File: config.mk
export PLATFORM = sky130hd
export DESIGN_NAME = oadc_readout
export DESIGN_NICKNAME = d
export VERILOG_FILES = /design/src/verilog/oadc_pkg.sv /design/src/verilog/oadc_readout.sv
export SDC_FILE = /design/constraint.sdc
export NUM_CORES = 2
export LEC_CHECK = 0
export ABC_AREA = 1
export BUFFER_PORTS_ARGS = -buffer_cell sky130_fd_sc_hd__buf_2
export CAP_MARGIN = 20
export CORE_ASPECT_RATIO = 1.5
export CORE_MARGIN = 2
export CORE_UTILIZATION = 41
export DETAILED_ROUTE_END_ITERATION = 12
export HOLD_SLACK_MARGIN = 0.02
export PLACE_DENSITY_LB_ADDON = 0.12
export SLEW_MARGIN = 30
export SYNTH_ARGS = -nofsm -noshare
export SYNTH_HDL_FRONTEND = slang
export SYNTH_SLANG_ARGS = --single-unit
File: constraint.sdc
create_clock -name clk_sys -period 53.8 [get_ports clk_sys]
set_input_delay 5.38 -clock clk_sys [delete_from_list [all_inputs] [get_ports clk_sys]]
set_output_delay 5.38 -clock clk_sys [all_outputs]
set_load 0.05 [all_outputs]
File: src/verilog/oadc_pkg.sv
// Shared constants and types of the octal converter readout
package oadc_pkg;
    localparam int OADC_CHANNELS = 8;
    localparam int OADC_RES_BITS = 13;
    localparam int OADC_FIFO_DEPTH = 8;
    localparam int OADC_CLK_PERIOD_NS = 100;
    localparam int OADC_RELEASE_NS = 3;
    localparam int OADC_RELEASE_RAW = OADC_RELEASE_NS / OADC_CLK_PERIOD_NS;
    localparam int OADC_RELEASE_CYC = (OADC_RELEASE_RAW < 1) ? 1 : OADC_RELEASE_RAW;
    localparam logic [3:0] OADC_FIRST_BIT = 4'h0;
    localparam logic [3:0] OADC_LAST_BIT = 4'(OADC_RES_BITS - 1);
    localparam logic [2:0] OADC_OWN_CHAN = 3'h0;
    localparam logic [2:0] OADC_CHAN_STEP = 3'h1;
    localparam logic OADC_ECHO_IDLE = 1'b0;

    typedef logic [OADC_RES_BITS-1:0] oadc_sample_t;
    typedef logic [OADC_CHANNELS-1:0][OADC_RES_BITS-1:0] oadc_frame_t;

    typedef enum logic [1:0]
    {
        OADC_IO_CMOS = 2'b00,
        OADC_IO_LVDS = 2'b01,
        OADC_IO_LVDS_LP = 2'b10
    } oadc_io_t;

    typedef enum logic
    {
        OADC_ACQ = 1'b0,
        OADC_CONV = 1'b1
    } oadc_phase_t;

    typedef struct packed
    {
        logic rate_select;
        logic echo_clock_disable;
        oadc_io_t io_select;
    } oadc_straps_t;

    typedef struct packed
    {
        logic [OADC_CHANNELS-1:0] data;
        logic [OADC_CHANNELS-1:0] oe_n;
    } oadc_sdo_t;
endpackage

File: src/verilog/oadc_readout.sv
// Conversion start and serial readout of the octal converter
`timescale 1ns/10ps

////////////////////////////////////////////////////////////////////////////////
module oadc_fifo #(
    parameter int WIDTH = 8,
    parameter int DEPTH = 8
)(
    // Clock, reset, enable
    input wire logic clk_sys,
    input wire logic rst,
    input wire logic ce,
    // Fill side
    input wire logic in_valid,
    output logic in_ready,
    input wire logic [WIDTH-1:0] in_data,
    // Drain side
    output logic out_valid,
    input wire logic out_ready,
    output logic [WIDTH-1:0] out_data
);
    localparam int AW = (DEPTH > 1) ? $clog2(DEPTH) : 1;
    localparam int CW = $clog2(DEPTH + 1);

    typedef struct packed
    {
        logic [DEPTH-1:0][WIDTH-1:0] mem;
        logic [AW-1:0] wptr;
        logic [AW-1:0] rptr;
        logic [CW-1:0] count;
    } oadc_fifo_state_t;

    oadc_fifo_state_t q;
    oadc_fifo_state_t d;
    logic push;
    logic pop;

    assign in_ready = (q.count != CW'(DEPTH));
    assign out_valid = (q.count != '0);
    assign out_data = q.mem[q.rptr];
    assign push = in_valid && in_ready;
    assign pop = out_valid && out_ready;

    always_comb
    begin
        d = q;
        if (push)
        begin
            d.mem[q.wptr] = in_data;
            d.wptr = (q.wptr == AW'(DEPTH - 1)) ? '0 : q.wptr + AW'(1);
        end
        if (pop)
        begin
            d.rptr = (q.rptr == AW'(DEPTH - 1)) ? '0 : q.rptr + AW'(1);
        end
        d.count = q.count + CW'(push) - CW'(pop);
    end

    always_ff @(posedge clk_sys or posedge rst)
    begin
        if (rst)
        begin
            q <= '0;
        end
        else if (ce)
        begin
            q <= d;
        end
    end
endmodule

////////////////////////////////////////////////////////////////////////////////
module oadc_readout #(
    parameter int FIFO_DEPTH = oadc_pkg::OADC_FIFO_DEPTH
)(
    // Clock, reset, enable
    input wire logic clk_sys,
    input wire logic rst,
    input wire logic ce,
    // Results from the converter core
    input wire logic res_valid,
    output logic res_ready,
    input wire oadc_pkg::oadc_frame_t res_frame,
    // Pins from the host
    input wire logic sample_convert_n,
    input wire logic serial_clock,
    // Strap pins
    input wire oadc_pkg::oadc_straps_t straps,
    // Serial data pins
    output oadc_pkg::oadc_sdo_t serial_out,
    // Echo clock pin
    output logic echo_clock,
    output logic echo_clock_oe_n,
    // Status
    output logic conv_active,
    output logic conv_underrun,
    output logic io_differential,
    output logic io_low_power
);
    import oadc_pkg::*;

    typedef struct packed
    {
        logic [1:0] conv_sync;
        logic [1:0] sck_sync;
        oadc_straps_t straps_s1;
        oadc_straps_t straps_s2;
        logic conv_prev;
        logic sck_prev;
        oadc_phase_t phase;
        oadc_frame_t frame;
        logic [3:0] bit_idx;
        logic [2:0] ch_ofs;
        logic [OADC_CHANNELS-1:0] sdo;
        logic drive;
        logic echo;
        logic underrun;
    } oadc_state_t;

    oadc_state_t q;
    oadc_state_t d;
    logic conv_fall;
    logic conv_rise;
    logic sck_fall;
    logic sck_rise;
    logic adv;
    logic fifo_valid;
    oadc_frame_t fifo_data;

    // Bit that channel pin k shows for a given offset and bit index
    function automatic logic pick_bit(
        input oadc_frame_t frame,
        input int k,
        input logic [2:0] ofs,
        input logic [3:0] idx
    );
        logic [2:0] ch;
        ch = 3'(k) + ofs;
        pick_bit = frame[ch][OADC_LAST_BIT - idx];
    endfunction

    ////////////////////////////////////////////////////////////////////////////
    // Result buffer
    oadc_fifo #(
        .WIDTH($bits(oadc_frame_t)),
        .DEPTH(FIFO_DEPTH)
    ) u_fifo (
        .clk_sys(clk_sys),
        .rst(rst),
        .ce(ce),
        .in_valid(res_valid),
        .in_ready(res_ready),
        .in_data(res_frame),
        .out_valid(fifo_valid),
        .out_ready(conv_fall),
        .out_data(fifo_data)
    );

    ////////////////////////////////////////////////////////////////////////////
    // Edge detection on synchronised pins
    assign conv_fall = q.conv_prev && !q.conv_sync[1];
    assign conv_rise = !q.conv_prev && q.conv_sync[1];
    assign sck_fall = q.sck_prev && !q.sck_sync[1];
    assign sck_rise = !q.sck_prev && q.sck_sync[1];
    assign adv = (q.phase == OADC_CONV) && (sck_fall || (q.straps_s2.rate_select && sck_rise));

    ////////////////////////////////////////////////////////////////////////////
    // Next state
    always_comb
    begin
        d = q;
        d.underrun = 1'b0;
        d.conv_sync = {q.conv_sync[0], sample_convert_n};
        d.sck_sync = {q.sck_sync[0], serial_clock};
        d.straps_s1 = straps;
        d.straps_s2 = q.straps_s1;
        d.conv_prev = q.conv_sync[1];
        d.sck_prev = q.sck_sync[1];
        d.echo = q.straps_s2.echo_clock_disable ? OADC_ECHO_IDLE : q.sck_sync[1];
        if (conv_rise)
        begin
            d.phase = OADC_ACQ;
            d.drive = 1'b0;
        end
        else if (conv_fall)
        begin
            d.phase = OADC_CONV;
            d.frame = fifo_valid ? fifo_data : '0;
            d.underrun = !fifo_valid;
            d.bit_idx = OADC_FIRST_BIT;
            d.ch_ofs = OADC_OWN_CHAN;
            d.drive = (q.straps_s2.io_select == OADC_IO_CMOS);
        end
        else if (adv)
        begin
            if (q.bit_idx == OADC_LAST_BIT)
            begin
                d.bit_idx = OADC_FIRST_BIT;
                d.ch_ofs = q.ch_ofs + OADC_CHAN_STEP;
            end
            else
            begin
                d.bit_idx = q.bit_idx + 4'h1;
            end
        end
        for (int k = 0; k < OADC_CHANNELS; k++)
        begin
            d.sdo[k] = pick_bit(d.frame, k, d.ch_ofs, d.bit_idx);
        end
    end

    always_ff @(posedge clk_sys or posedge rst)
    begin
        if (rst)
        begin
            q <= '0;
        end
        else if (ce)
        begin
            q <= d;
        end
    end

    ////////////////////////////////////////////////////////////////////////////
    // Outputs
    assign serial_out.data = q.sdo;
    assign serial_out.oe_n = {OADC_CHANNELS{!q.drive}};
    assign echo_clock = q.echo;
    assign echo_clock_oe_n = q.straps_s2.echo_clock_disable;
    assign conv_active = (q.phase == OADC_CONV);
    assign conv_underrun = q.underrun;
    assign io_differential = (q.straps_s2.io_select != OADC_IO_CMOS);
    assign io_low_power = (q.straps_s2.io_select == OADC_IO_LVDS_LP);
endmodule
======== After elaboration in Yosys (flattened, before gate mapping) ========
Index checks and enable logic that the tools add are counted.
storage, ports and cells
  flip-flop bits (word level) ............. 979
  bits of input ports ..................... 114
  word-level logic and storage cells ...... 142
operators by class
  add/subtract/negate cells ............... 14
  $lt $le $gt $ge ......................... 12
  eq/ne operators ......................... 5
  muxes and demuxes ....................... 52
  reduce and logical (&&, ||, !) cells .... 23
operators by type and width
  kind                   count
  $bwmux W832            1
  $bmux W104 S3          1
  $bmux W13 S3           8
  $demux W104 S3         1
  $mux W104              3
  $mux W111              1
  $mux W105              1
  $mux W13               8
  $lt A3 B4 Y1 const B   10
  $bmux W1 S4            8
  $mux W1                14
  $mux W7                2
  $add A3 B3 Y3 const A  4
  $add A3 B1 Y3 const B  3
  $logic_and A1 B1 Y1    9
  $mux W3                3
  $add A2 B3 Y3 const A  2
  $eq A3 B3 Y1 const B   2
  $logic_not A1 Y1       6
  $reduce_and A2 Y1      3
  $lt A4 B5 Y1 const B   1
  $add A4 B1 Y4          1
  $add A4 B1 Y4 const B  1
  $eq A4 B4 Y1 const B   1
  11 further kinds       12

======== Depth between registers and ports, before layout ========
  depth after elaboration ................. 13
  gate-level depth with buffers ........... 26
  mapped depth without buffers ............ 22

======== Cells and area by module ========
A second synthesis with hierarchy kept.
second synthesis, totals
  cell total of the unflattened synthesis .. 7773
  area total of the unflattened synthesis .. 54967.7 um2
by module, submodules not included
  module        times used  cells an instance  area each (um2)  seq. area each (um2)
  oadc_fifo     1           5825               43120.1          21070.2
  oadc_readout  1           1948               11847.6          3428.3

======== Worst setup path before layout ========
OpenSTA, ideal clock, no wires.
  path kind ............................... input to register
  start ................................... input ce
  end ..................................... register u_fifo.q[120] (netlist name)
  setup time .............................. 0.130 ns
  arrival time ............................ 6.718 ns
  required time ........................... 53.670 ns
  slack ................................... 46.952 ns
  cell stages on the path ................. 8
  buffers on the path ..................... 3
  cells stage by stage .................... clkbuf_1 nand2_1 nor2_1 nand3_1 clkbuf_1 clkbuf_1 nand2_1 o21ai_0
on the way
  longest elaborated chain between the ends .. 1
ends and longest elaborated chain
  element                      RTL line            text
  start, declared              oadc_readout.sv:79  input wire logic ce,
  $reduce_and A2 Y1 (no line)  n/a
  end signal, assigned         oadc_readout.sv:63  q <= '0;
  end signal, assigned         oadc_readout.sv:67  q <= d;
  end, declared                oadc_readout.sv:33  oadc_fifo_state_t q;
Every way passes these cells.
A chain may end at the register's enable or synchronous reset.

======== Worst setup path in the final report ========
  start ................................... input ce
  end ..................................... register u_fifo.q[354] (netlist name)
Same word-level chain as after synthesis.

==> flow_metrics.env <==
export IMPL_status="completed"
export IMPL_max_freq_ghz=0.128
export IMPL_cp_end_kind="flop"
export IMPL_gr_total_overflow=0
export IMPL_synth_simple_area_share_pct=29.5
export IMPL_synthCells=6505
export IMPL_initial_core_util_pct=41.4
export IMPL_routedWlPerCell_um=19.5
export IMPL_first_iter_violations=4120
export IMPL_core_area_um2=117000
export IMPL_synth_top_family_by_area="simple AND/OR/NAND/NOR gates"
export IMPL_routed_wl_mm=155
export IMPL_internal_power_uw=1920
export IMPL_dr_total_vias=42900
export IMPL_combPwrFrac_pct=41.1
export IMPL_max_cap_violations=0
export IMPL_seqPwrFrac_pct=37.6
export IMPL_setup_viol=0
export IMPL_finalPower_uw=3340
export IMPL_path_class="input port to flop"
export IMPL_first_global_vias=41100
export IMPL_clockPowerShare_pct=21.3
export IMPL_num_rows=154
export IMPL_dp_hpwl_mm=92.5
export IMPL_yosysWarnings=0
export IMPL_tightest_slew_ns=1.03
export IMPL_crit_start="ce"
export IMPL_num_fill_cells=12000
export IMPL_fin_area_um2=53300
export IMPL_dr_wl_met2_mm=74.1
export IMPL_clkLatencyLatePin_ns=0.72
export IMPL_r2r_start="q[124]$_DFFE_PP0P_"
export IMPL_post_cts_buffers=0
export IMPL_cts_buffers=100
export IMPL_gp_congestion=0.960
export IMPL_clock_sinks=979
export IMPL_viasPerCell=5.38
export IMPL_die_y_um=425
export IMPL_cts_hold_fix_buffers=0
export IMPL_synth_xor_area_share_pct=0.0722
export IMPL_wl_met1_mm=69.5
export IMPL_clock_path_buffers=3
export IMPL_p_sw_share_pct=42.4
export IMPL_mostFrequentLayoutCells="1994 x nand2_1, 1239 x o21ai_0, 976 x dfrtp_1"
export IMPL_power_density_nw_per_um2=62.7
export IMPL_ys_ff_latch=979
export IMPL_htree_num_levels=3
export IMPL_firstDrtPassIters=5
export IMPL_slew_viol_final=0
export IMPL_post_route_util_pct=45.4
export IMPL_fin_crit_ns=7.82
export IMPL_routed_top_layer="met4"
export IMPL_grt_usage_pct=25.6
export IMPL_synth_nets=6637
export IMPL_crit_required_ns=54.34
export IMPL_grt_pass1_wl_mm=245
export IMPL_synth_fa_ha_area_share_pct=0.480
export IMPL_clockRootBuffer="clkbuf_16"
export IMPL_layout_commonest_cell="nand2_1"
export IMPL_ant_nets=0
export IMPL_met3_wirelength_mm=6.38
export IMPL_leakage_uw=0.0258
export IMPL_synth_distinct_cells=32
export IMPL_worstHoldStart="serial_out[15]$_DFFE_PP0P_"
export IMPL_final_setup_skew_ns=0.0245
export IMPL_path_clk_slew_ns=0.06
export IMPL_period_share_pct=14.5
export IMPL_rsz0062_at_grt="false"
export IMPL_cts_tree="done"
export IMPL_io_pins=137
export IMPL_io_buffers=136
export IMPL_worstSetupStartpointType="input port"
export IMPL_die_area_um2=121000
export IMPL_antenna_found_initial=1
export IMPL_critPathMaxFanout=86
export IMPL_hold_violations=0
export IMPL_hold_class="flop to flop"
export IMPL_syn2layout_area_growth_pct=9.75
export IMPL_nNetsFinal=6464
export IMPL_fin_ws_ns=45.98
export IMPL_ys_seq_area_share_pct=50.5
export IMPL_slew_headroom_pct=31.7
export IMPL_placed_area_um2=49900
export IMPL_drc=0
export IMPL_avgSynthCellArea_um2=7.46
export IMPL_peakVddDrop_mv=0.0373
export IMPL_syn_cell_area_um2=48500
export IMPL_post_place_ws_ns=45.08
export IMPL_drive_gt1_share_pct=6.47
export IMPL_p_sw_uw=1420
export IMPL_finalSetupTns_ns=0
export IMPL_cp_data_arrival_time_ns=8.36
export IMPL_grt_max_degree=162
export IMPL_synthMuxAreaShare_pct=0
export IMPL_die_w_um=285
export IMPL_post_cts_resized=0
export IMPL_synth_compound_area_share_pct=13.6
-- final timing paths --
kind / to / slack, ns / cells after the start
worst min register to register: serial_out[15]$_DFFE_PP0P_ / 0.47 / 2
worst max-delay path: u_fifo.q[354]$_DFFE_PP0P_ / 45.98 / 8
worst max register to register: serial_out[9]$_DFFE_PP0P_ / 48.55 / 22
min in group asynchronous: d[125]$_DFFE_PP0P_ / 4.78 / 2
worst min-delay path: serial_out[15]$_DFFE_PP0P_ / 0.47 / 2
max in group asynchronous: u_fifo.q[24]$_DFFE_PP0P_ / 46.12 / 6
-- routing by layer --
layer | global-route usage (%) | vias to the layer above
met5 | 0 | -
met4 | 8.82 | 0
met3 | 2.82 | 240
met2 | 42.9 | 1030
met1 | 34.6 | 20800
li1 | - | 20900
-- sequential cells by signal (all words and copies together) (netlist names) --
| register | count |
|---|---|
| q | 117 |
| echo_clock | 1 |
| conv_active | 1 |
| echo_clock_oe_n | 1 |
| u_fifo.q | 842 |
| serial_out | 8 |
| d | 8 |
| conv_underrun | 1 |
-- stage by stage --
step                hold WS (ns)  std cells
global route               0.493       7975
global placement           0.456       7787
detailed placement         0.462       7788
finish                     0.472       7976
floorplan                  0.442       6505
CTS                        0.479       7972
-- synthesized netlist by cell type --
master / n / share of area [%]
nor3b_4: 1 / 0.039
or2_2: 2 / 0.026
xor2_1: 4 / 0.072
nand2_1: 1998 / 15
nor3_2: 1 / 0.021
o22ai_1: 2 / 0.026
nor2_2: 5 / 0.064
buf_1: 38 / 0.29
nor2_4: 3 / 0.070
o21ai_4: 1 / 0.034
ha_1: 17 / 0.44
o21ai_0: 1239 / 13
nand2_2: 2 / 0.026
fa_1: 1 / 0.041
buf_2: 115 / 1.2
inv_1: 192 / 1.5
nand3_1: 852 / 8.8
nand4_1: 7 / 0.090
clkbuf_1: 313 / 2.4
clkinv_1: 13 / 0.10
o211ai_1: 29 / 0.45
and2_1: 1 / 0.013
inv_2: 11 / 0.085
dfrtp_1: 979 / 50
nor2_1: 631 / 4.9
nor3b_1: 1 / 0.015
o21ai_1: 17 / 0.18
a21o_1: 1 / 0.015
buf_4: 19 / 0.29
nand3_2: 2 / 0.041
a21oi_1: 7 / 0.072
a31o_2: 1 / 0.018
-- worst max-delay path, stage by stage --
cell	delay, ns
buf_2	0.08
buf_4	0.37
nand2_1	0.16
nor2_1	0.58
nand3_4	0.75
buf_4	0.67
nand2_1	0.16
o21ai_0	0.10
-- cell type report --
class                   count  area [um^2]  area share (%)
clock inverters            33          334           0.627
multi-input cells        4825        21300            39.9
inverters                 216          836            1.57
repair buffers            210         1370            2.58
diodes                      2         5.00         0.00940
clock buffers             151         2980            5.59
well taps                1560         1950            3.67
flip-flops and latches    979        24500            46.0
-- kinds of logic (layout without fill, tap and decap cells) --
group | count (synthesis) | count (layout)
buffers and inverters | 701 | 610
DFF | 979 | 979
adders and majority gates | 18 | 18
xor gates and xnor gates | 4 | 4
other | 0 | 2
AOI/OAI and AO/OA | 1297 | 1297
and+or+nand+nor | 3506 | 3506
-- power by group through the flow --
| stage | Combinational (uW) | Sequential, uW | Clock [uW] |
|---|---|---|---|
| 5_1_grt | 1580 | 1300 | 756 |
| 3_3_place_gp | 1350 | 1260 | 0 |
| 3_5_place_dp | 1370 | 1260 | 0 |
| 6_report | 1370 | 1260 | 710 |
| 4_1_cts | 1380 | 1250 | 727 |
| 2_1_floorplan | 1030 | 1220 | 0 |
Note: power is estimated with default switching activity, not from simulation.
